$ cat src/design/scan_pkg.sv
// Functional notes
// boundary scan runs only when scan select is high; low selects processor debug.
// instructions SAMPLE, EXTEST and BYPASS behave as in the test-access standard.
// in debug mode the data path returns a non-standard processor identification value.
// tester must apply chip reset after changing scan select; no live switch.
// pin scan chain is 484 cells between test data in and test data out.
// each bidirectional pin owns input, output and control cells.
// in external test the output cell drives the pad when control enables it.
// input cell captures the pad level for shifting out.
// control cell chooses between driving the pad and leaving it as input.
// fixed layout, highest bit first; data line zero at 456, 455, 454.
// tester drives mode select; tap state machine advances on test clock edges.
// tester, not the device, generates the test clock at any rate; the code samples it on mclk through two flops, so it must run slower than mclk.
// internal positions are plain shift cells without pads.
package scan_pkg;

  // ----------------------------------------
  // chain and instruction register
  // ----------------------------------------
  localparam int CHAIN_LEN = 484;
  localparam int IR_LEN = 4;
  localparam logic [3:0] IR_EXTEST = 4'h0;
  localparam logic [3:0] IR_SAMPLE = 4'h1;
  localparam logic [3:0] IR_BYPASS = 4'hF;
  localparam logic [3:0] IR_CAPTURE = 4'h1;
  localparam int ID_LEN = 32;
  // arbitrary value; bit 0 low marks it as not standard format
  localparam logic [31:0] DEBUG_ID_DEFAULT = 32'h5A5A_C3C2;

  // ----------------------------------------
  // pad layout: data lines 0..15 then address 18..22
  // ----------------------------------------
  localparam int NPAD = 21;
  localparam int NO_CELL = -1;
  localparam int PAD_IN_POS [NPAD] = '{456, 452, 449, 446, 443, 439, 436, 433, 430, 426, 423, 420, 417, 413,
                                       410, 407, -1, -1, -1, -1, -1};
  localparam int PAD_OUT_POS [NPAD] = '{455, 451, 448, 445, 442, 438, 435, 432, 429, 425, 422, 419, 416, 412,
                                        409, 406, 483, 481, 480, 479, 478};
  localparam int PAD_CTL_POS [NPAD] = '{454, 450, 447, 444, 441, 437, 434, 431, 428, 424, 421, 418, 415, 411,
                                        408, 405, 482, 482, 482, 482, 482};

  // ----------------------------------------
  // tap states
  // ----------------------------------------
  typedef enum logic [3:0] {
    TAP_RESET, TAP_IDLE, TAP_SEL_DR, TAP_CAP_DR, TAP_SHIFT_DR, TAP_EXIT1_DR, TAP_PAUSE_DR, TAP_EXIT2_DR,
    TAP_UPD_DR, TAP_SEL_IR, TAP_CAP_IR, TAP_SHIFT_IR, TAP_EXIT1_IR, TAP_PAUSE_IR, TAP_EXIT2_IR, TAP_UPD_IR
  } tap_state_t;

endpackage

$ cat src/design/pin_sync_if.sv
`timescale 1ns/1ps
interface pin_sync_if #(parameter int NPAD = 21);
  logic tck;
  logic tms;
  logic tdi;
  logic trst_n;
  logic sel;
  logic [NPAD-1:0] pad;
  modport prod (output tck, tms, tdi, trst_n, sel, pad);
  modport cons (input tck, tms, tdi, trst_n, sel, pad);
endinterface

$ cat src/design/pin_sync.sv
`timescale 1ns/1ps
module pin_sync #(
  parameter int NPAD = 21
) (
  // clock
  input wire logic mclk,
  // raw pins
  input wire logic tck_raw,
  input wire logic tms_raw,
  input wire logic tdi_raw,
  input wire logic trst_n_raw,
  input wire logic sel_raw,
  input wire logic [NPAD-1:0] pad_raw,
  // synchronised side
  pin_sync_if.prod s
);
  // ----------------------------------------
  // two-flop synchronisers
  // ----------------------------------------
  logic [NPAD+4:0] meta_r;
  logic [NPAD+4:0] stab_r;

  always_ff @(posedge mclk) begin
    meta_r <= {pad_raw, sel_raw, trst_n_raw, tdi_raw, tms_raw, tck_raw};
    stab_r <= meta_r;
  end

  assign s.tck = stab_r[0];
  assign s.tms = stab_r[1];
  assign s.tdi = stab_r[2];
  assign s.trst_n = stab_r[3];
  assign s.sel = stab_r[4];
  assign s.pad = stab_r[NPAD+4:5];
endmodule

$ cat src/design/boundary_scan_chain.sv
`timescale 1ns/1ps
module boundary_scan_chain #(
  parameter logic [31:0] DEBUG_ID = scan_pkg::DEBUG_ID_DEFAULT
) (
  // clock and reset
  input wire logic mclk,
  input wire logic rst_b,
  // test port
  input wire logic tck,
  input wire logic tms,
  input wire logic tdi,
  input wire logic test_logic_reset_n,
  input wire logic scan_select_pin,
  output logic tdo,
  output logic tdo_oe,
  // pads
  input wire logic [scan_pkg::NPAD-1:0] pad_i,
  output logic [scan_pkg::NPAD-1:0] pad_o,
  output logic [scan_pkg::NPAD-1:0] pad_oe,
  // core side
  input wire logic [scan_pkg::NPAD-1:0] core_o,
  input wire logic [scan_pkg::NPAD-1:0] core_oe,
  output logic [scan_pkg::NPAD-1:0] core_i,
  // status
  output logic bscan_mode
);
  localparam int N = scan_pkg::NPAD;
  localparam int L = scan_pkg::CHAIN_LEN;

  // ----------------------------------------
  // pin synchronisation
  // ----------------------------------------
  pin_sync_if #(.NPAD(N)) s ();

  pin_sync #(.NPAD(N)) u_sync (
    .mclk(mclk),
    .tck_raw(tck),
    .tms_raw(tms),
    .tdi_raw(tdi),
    .trst_n_raw(test_logic_reset_n),
    .sel_raw(scan_select_pin),
    .pad_raw(pad_i),
    .s(s.prod)
  );

  assign core_i = s.pad;

  // ----------------------------------------
  // test clock edge detection
  // ----------------------------------------
  logic tck_prev_r;
  logic tck_rise;
  logic tck_fall;

  always_ff @(posedge mclk) begin
    if (!rst_b) begin
      tck_prev_r <= 1'b0;
    end else begin
      tck_prev_r <= s.tck;
    end
  end

  assign tck_rise = s.tck & ~tck_prev_r;
  assign tck_fall = ~s.tck & tck_prev_r;

  // ----------------------------------------
  // mode caught during chip reset
  // ----------------------------------------
  logic bscan_r;

  always_ff @(posedge mclk) begin
    if (!rst_b) begin
      bscan_r <= s.sel; // see R1
    end
  end

  assign bscan_mode = bscan_r;

  // ----------------------------------------
  // tap state machine
  // ----------------------------------------
  scan_pkg::tap_state_t state_r;
  scan_pkg::tap_state_t state_nxt;

  always_comb begin
    case (state_r)
      scan_pkg::TAP_RESET: state_nxt = s.tms ? scan_pkg::TAP_RESET : scan_pkg::TAP_IDLE;
      scan_pkg::TAP_IDLE: state_nxt = s.tms ? scan_pkg::TAP_SEL_DR : scan_pkg::TAP_IDLE;
      scan_pkg::TAP_SEL_DR: state_nxt = s.tms ? scan_pkg::TAP_SEL_IR : scan_pkg::TAP_CAP_DR;
      scan_pkg::TAP_CAP_DR: state_nxt = s.tms ? scan_pkg::TAP_EXIT1_DR : scan_pkg::TAP_SHIFT_DR;
      scan_pkg::TAP_SHIFT_DR: state_nxt = s.tms ? scan_pkg::TAP_EXIT1_DR : scan_pkg::TAP_SHIFT_DR;
      scan_pkg::TAP_EXIT1_DR: state_nxt = s.tms ? scan_pkg::TAP_UPD_DR : scan_pkg::TAP_PAUSE_DR;
      scan_pkg::TAP_PAUSE_DR: state_nxt = s.tms ? scan_pkg::TAP_EXIT2_DR : scan_pkg::TAP_PAUSE_DR;
      scan_pkg::TAP_EXIT2_DR: state_nxt = s.tms ? scan_pkg::TAP_UPD_DR : scan_pkg::TAP_SHIFT_DR;
      scan_pkg::TAP_UPD_DR: state_nxt = s.tms ? scan_pkg::TAP_SEL_DR : scan_pkg::TAP_IDLE;
      scan_pkg::TAP_SEL_IR: state_nxt = s.tms ? scan_pkg::TAP_RESET : scan_pkg::TAP_CAP_IR;
      scan_pkg::TAP_CAP_IR: state_nxt = s.tms ? scan_pkg::TAP_EXIT1_IR : scan_pkg::TAP_SHIFT_IR;
      scan_pkg::TAP_SHIFT_IR: state_nxt = s.tms ? scan_pkg::TAP_EXIT1_IR : scan_pkg::TAP_SHIFT_IR;
      scan_pkg::TAP_EXIT1_IR: state_nxt = s.tms ? scan_pkg::TAP_UPD_IR : scan_pkg::TAP_PAUSE_IR;
      scan_pkg::TAP_PAUSE_IR: state_nxt = s.tms ? scan_pkg::TAP_EXIT2_IR : scan_pkg::TAP_PAUSE_IR;
      scan_pkg::TAP_EXIT2_IR: state_nxt = s.tms ? scan_pkg::TAP_UPD_IR : scan_pkg::TAP_SHIFT_IR;
      scan_pkg::TAP_UPD_IR: state_nxt = s.tms ? scan_pkg::TAP_SEL_DR : scan_pkg::TAP_IDLE;
      default: state_nxt = scan_pkg::TAP_RESET;
    endcase
  end

  always_ff @(posedge mclk) begin
    if (!rst_b || !s.trst_n) begin
      state_r <= scan_pkg::TAP_RESET;
    end else if (tck_rise) begin
      state_r <= state_nxt;
    end
  end

  // ----------------------------------------
  // instruction register
  // ----------------------------------------
  logic [scan_pkg::IR_LEN-1:0] ir_sh_r;
  logic [scan_pkg::IR_LEN-1:0] ir_r;

  always_ff @(posedge mclk) begin
    if (!rst_b || !s.trst_n) begin
      ir_sh_r <= '0;
      ir_r <= scan_pkg::IR_BYPASS;
    end else if (tck_rise) begin
      case (state_r)
        scan_pkg::TAP_RESET: ir_r <= scan_pkg::IR_BYPASS;
        scan_pkg::TAP_CAP_IR: ir_sh_r <= scan_pkg::IR_CAPTURE;
        scan_pkg::TAP_SHIFT_IR: ir_sh_r <= {s.tdi, ir_sh_r[scan_pkg::IR_LEN-1:1]};
        scan_pkg::TAP_UPD_IR: ir_r <= ir_sh_r;
        default: ir_r <= ir_r;
      endcase
    end
  end

  logic sel_chain;
  logic extest;

  assign sel_chain = bscan_r && (ir_r == scan_pkg::IR_EXTEST || ir_r == scan_pkg::IR_SAMPLE);
  assign extest = bscan_r && ir_r == scan_pkg::IR_EXTEST;

  // ----------------------------------------
  // pin scan chain capture values
  // ----------------------------------------
  logic [L-1:0] chain_r;
  logic [L-1:0] upd_r;
  logic [L-1:0] cap_val;

  always_comb begin
    cap_val = chain_r;
    for (int i = 0; i < N; i++) begin
      if (scan_pkg::PAD_IN_POS[i] != scan_pkg::NO_CELL) begin
        cap_val[scan_pkg::PAD_IN_POS[i]] = s.pad[i];
      end
      cap_val[scan_pkg::PAD_OUT_POS[i]] = core_o[i];
      cap_val[scan_pkg::PAD_CTL_POS[i]] = core_oe[i];
    end
  end

  // ----------------------------------------
  // data registers
  // ----------------------------------------
  logic byp_r;
  logic [scan_pkg::ID_LEN-1:0] id_r;

  always_ff @(posedge mclk) begin
    if (!rst_b) begin
      chain_r <= '0;
      upd_r <= '0;
      byp_r <= 1'b0;
      id_r <= '0;
    end else if (tck_rise) begin
      case (state_r)
        scan_pkg::TAP_CAP_DR: begin
          if (sel_chain) begin
            chain_r <= cap_val;
          end
          byp_r <= 1'b0;
          id_r <= DEBUG_ID;
        end
        scan_pkg::TAP_SHIFT_DR: begin
          if (sel_chain) begin
            chain_r <= {s.tdi, chain_r[L-1:1]}; // see R5
          end
          byp_r <= s.tdi;
          id_r <= {s.tdi, id_r[scan_pkg::ID_LEN-1:1]};
        end
        scan_pkg::TAP_UPD_DR: begin
          if (sel_chain) begin
            upd_r <= chain_r;
          end
        end
        default: byp_r <= byp_r;
      endcase
    end
  end

  // ----------------------------------------
  // test data out on falling test clock
  // ----------------------------------------
  always_ff @(posedge mclk) begin
    if (!rst_b) begin
      tdo <= 1'b0;
      tdo_oe <= 1'b0;
    end else if (tck_fall) begin
      tdo_oe <= state_r == scan_pkg::TAP_SHIFT_DR || state_r == scan_pkg::TAP_SHIFT_IR;
      if (state_r == scan_pkg::TAP_SHIFT_IR) begin
        tdo <= ir_sh_r[0];
      end else if (!bscan_r) begin
        tdo <= id_r[0];
      end else if (sel_chain) begin
        tdo <= chain_r[0];
      end else begin
        tdo <= byp_r;
      end
    end
  end

  // ----------------------------------------
  // pad drive
  // ----------------------------------------
  always_ff @(posedge mclk) begin
    if (!rst_b) begin
      pad_o <= '0;
      pad_oe <= '0;
    end else begin
      for (int i = 0; i < N; i++) begin
        if (extest) begin
          pad_oe[i] <= upd_r[scan_pkg::PAD_CTL_POS[i]]; // see R9
          pad_o[i] <= upd_r[scan_pkg::PAD_OUT_POS[i]];
        end else begin
          pad_oe[i] <= core_oe[i];
          pad_o[i] <= core_o[i];
        end
      end
    end
  end
endmodule

$ cat config.mk
export PLATFORM = sky130hd
export DESIGN_NAME = boundary_scan_chain
export DESIGN_NICKNAME = d
export VERILOG_FILES = /design/src/design/scan_pkg.sv /design/src/design/pin_sync_if.sv /design/src/design/pin_sync.sv /design/src/design/boundary_scan_chain.sv
export SDC_FILE = /design/constraint.sdc
export NUM_CORES = 1
export LEC_CHECK = 0
export ABC_CLOCK_PERIOD_IN_PS = 2750
export BUFFER_PORTS_ARGS = -buffer_cell sky130_fd_sc_hd__buf_4
export CORE_ASPECT_RATIO = 0.75
export CORE_MARGIN = 4
export CORE_UTILIZATION = 60
export DETAILED_ROUTE_END_ITERATION = 7
export GPL_ROUTABILITY_DRIVEN = 0
export PLACE_DENSITY = 0.79
export SYNTH_ARGS = -nofsm -noshare
export SYNTH_HDL_FRONTEND = slang
export SYNTH_SLANG_ARGS = --single-unit
$ cat constraint.sdc
create_clock -name mclk -period 2.75 [get_ports mclk]
set_input_delay 0.55 -clock mclk [delete_from_list [all_inputs] [get_ports mclk]]
set_output_delay 0.55 -clock mclk [all_outputs]
set_load 0.03 [all_outputs]
==> flow_summary.json <==
{
  "netlist.top_cell.by_area": "sky130_fd_sc_hd__dfxtp_1",
  "p_int_mw": 14.50,
  "syn-cell-area_um2": 22650,
  "yosys_warnings": 0,
  "syn_area_per_cell_um2": 8.360,
  "hold_path_class": "input port to flop",
  "worst_ir_drop_vdd_mv": 0.6336,
  "drc": 0,
  "synth.area.top_cells": "sky130_fd_sc_hd__dfxtp_1, sky130_fd_sc_hd__nand2_1, sky130_fd_sc_hd__a21oi_1",
  "power_switching_share_pct": 20.44,
  "hpwl_um": 26260,
  "floorplan.io_pins": 136,
  "finalWorstPathRequiredPeriod_ns": 2.432,
  "route.final.wire_length_um": 44240,
  "synth_commonest_cells": "sky130_fd_sc_hd__nand2_1, sky130_fd_sc_hd__dfxtp_1, sky130_fd_sc_hd__a21oi_1",
  "num_vias": 17440,
  "clock_sinks": 664,
  "start_util_pct": 60.93,
  "slew_headroom_pct": 55.31,
  "synth_seq_area_share_pct": 58.74,
  "detail_route.iter0.violations": 1431,
  "result_of_the_run": "finished clean",
  "worst_ep_arrival_time_ns": 2.92,
  "placed_instance_area_um2": 24070,
  "first_pass_grt_wire_length_um": 75260,
  "synth_enable_flop_cells": 1,
  "clock_insertion_delay_worst_skew_ns": 0.58,
  "placement_rows": 61,
  "netlist_instances": 2709,
  "die_w_um": 232.3,
  "detail_routed_via_count_per_cell": 5.310,
  "area_of_the_core_um2": 37170,
  "all_layer_gr_usage_pct": 21.16,
  "cells_along_the_critical_path": "or3b_1, a2111oi_4, buf_12, nor2_1, a211oi_1",
  "via_count_of_the_first_global_routing_pass": 16260,
  "worst_setup_path_end_kind": "flop",
  "yosysMostFrequentCell": "sky130_fd_sc_hd__nand2_1",
  "pwr-share-seq_pct": 53.4,
  "yosysUniqueCellTypes": 44,
  "finalHoldViolCount": 0,
  "clkSlewWorstSetupHoldPaths_ns": 0.07,
  "post-place-ws_ns": 0.3819,
  "share_comb_of_total_power_pct": 2.9,
  "async_reset_ff_share_pct": 0,
  "timing.critical_path.fanout_max": 108,
  "drt_pass1_iterations": 6,
  "insertedDiodeCount": 0,
  "critical_path_class": "flop to flop",
  "grt_max_degree": 133,
  "critical_path.startpoint_type": "flop",
  "drv.max_cap_violation_count": 0,
  "drt-wirelength-per-cell_um": 13.47,
  "worst_pin_slew_ns": 0.6704,
  "cts_htree_levels": 2,
  "tritoncts": "done",
  "cts_setup_buffers": 0,
  "layout.nets": 2807,
  "cts-buffers-inserted": 57,
  "buffer_ports.inserted": 135,
  "clk_network_pwr_share_pct": 43.7,
  "finalCritPeriodShare_pct": 88.43,
  "synth.net_count": 2779,
  "power_density_nw_per_um2": 701.8,
  "sum_neg_setup_slack_ns": 0,
  "fin_area_um2": 25960,
  "max_freq_mhz": 411.2,
  "cts_root_buf": "sky130_fd_sc_hd__clkbuf_16",
  "p_leak_nw": 8.799,
  "cts_hold_repair.buffers": 0,
  "synth-seq-cells": 664,
  "rsz0062_at_grt": "false",
  "area_growth_syn_to_layout_pct": 14.65,
  "synthFlopType": "sky130_fd_sc_hd__dfxtp_1",
  "slowest_delay_ns": 0.65,
  "setup_viol": 0,
  "design_power_total_mw": 18.22,
  "cts_resized": 0,
  "switch_pwr_mw": 3.724,
  "floorplan.die_area_um2": 40950,
  "overflow": 0,
  "post_route_cells_drive_above_1_share_pct": 10.46,
  "critPathRequiredTime_ns": 3.24,
  "die_height_um": 176.3,
  "clockBufferDepth": 3,
  "clock_skew_ns": 0.009894,
  "nFillCells": 2815,
  "worst_slack_ns": 0.3183,
  "synth.top_cell.area_share_pct": 58.61,
  "grt_antenna_before_repair": 0,
  "drt.antenna.violating_nets": 0,
  "crit_path_top_delay_cell": "sky130_fd_sc_hd__dfxtp_1",
  "slew_viol_final": 0
}
==> per-stage QoR <==
stage	util (%)	hold WS, ns	instances
finish	69.85	0.06528	3285
global route	69.85	0.03206	3285
CTS	69.85	0.03489	3285
detailed placement	64.77	0.3132	3182
global placement	64.77	0.3097	3182
floorplan	-	0.3096	2709
==> critical path: cells and delay by family (launching register included) <==
family / cells / cell delay [ns]
AO/OA/AOI/OAI: 2 / 0.62
buffers and inverters: 1 / 0.38
flip-flops: 1 / 0.65
AND/OR/NAND/NOR: 2 / 0.58
==> kinds of logic (layout without fill, tap and decap cells) <==
family	Yosys count	after routing	share of synthesized area (%)
buffers and inverters	216	288	3.895
AOI/OAI and AO/OA	628	628	15.44
DFF	664	664	58.74
and+or+nand+nor	1145	1145	19.45
muxes	56	56	2.475
==> layout by cell type (no fill, tap or decap), types with 17 or more instances in the layout <==
master / instances
sky130_fd_sc_hd__clkbuf_16: 59
sky130_fd_sc_hd__a211oi_1: 56
sky130_fd_sc_hd__dfxtp_1: 663
sky130_fd_sc_hd__a22oi_1: 17
sky130_fd_sc_hd__nand2_1: 1029
sky130_fd_sc_hd__buf_12: 22
sky130_fd_sc_hd__nor2_1: 76
sky130_fd_sc_hd__a21oi_1: 517
sky130_fd_sc_hd__mux2i_1: 56
sky130_fd_sc_hd__buf_4: 158
==> registers in the layout, summed over array words and instances, names as in the netlist, 21 cells and up <==
signal,count
u_sync.meta_r,26
u_sync.stab_r,26
id_r,31
chain_r,484
pad_o,21
pad_oe,21
upd_r,38
==> worst paths after layout <==
path / to / slack [ns] / cells after the start / from
setup reg to reg: chain_r[435]$_SDFFE_PN0P_ / 0.32 / 5 / state_r[2]$_SDFFE_PP0P_
setup / recovery: chain_r[435]$_SDFFE_PN0P_ / 0.32 / 5 / state_r[2]$_SDFFE_PP0P_
hold reg to reg: u_sync.stab_r[13]$_DFF_P_ / 0.32 / 0 / u_sync.meta_r[13]$_DFF_P_
hold / removal: u_sync.meta_r[6]$_DFF_P_ / 0.07 / 1 / pad_i[1]
==> routing by layer <==
| layer | global-route usage (%) | part of all wire, % |
|---|---|---|
| met5 | 0 | 0 |
| met4 | 5.751 | 2.1 |
| met3 | 3.710 | 4.2 |
| met2 | 35.58 | 49 |
| met1 | 28.44 | 45 |
==> power groups by stage <==
stage | combinational [mW] | sequential [mW] | clock, mW
3_3_place_gp | 0.519 | 9.95 | 0
6_report | 0.529 | 9.73 | 7.96
4_1_cts | 0.530 | 9.73 | 8.12
3_5_place_dp | 0.528 | 9.95 | 0
2_1_floorplan | 0.195 | 10.0 | 0
5_1_grt | 0.568 | 9.73 | 8.56
==> final cells by class <==
cell class	instances	area, µm²	area share (%)
Clock buffer	89	1739	6.698
Multi-Input combinational cell	1829	8487	32.69
Tap cell	504	630.6	2.429
Clock inverter	14	151.4	0.5831
Inverter	5	26.28	0.1012
Timing Repair Buffer	180	1627	6.265
Sequential cell	664	13300	51.24
(Power assumes the default switching activity.)
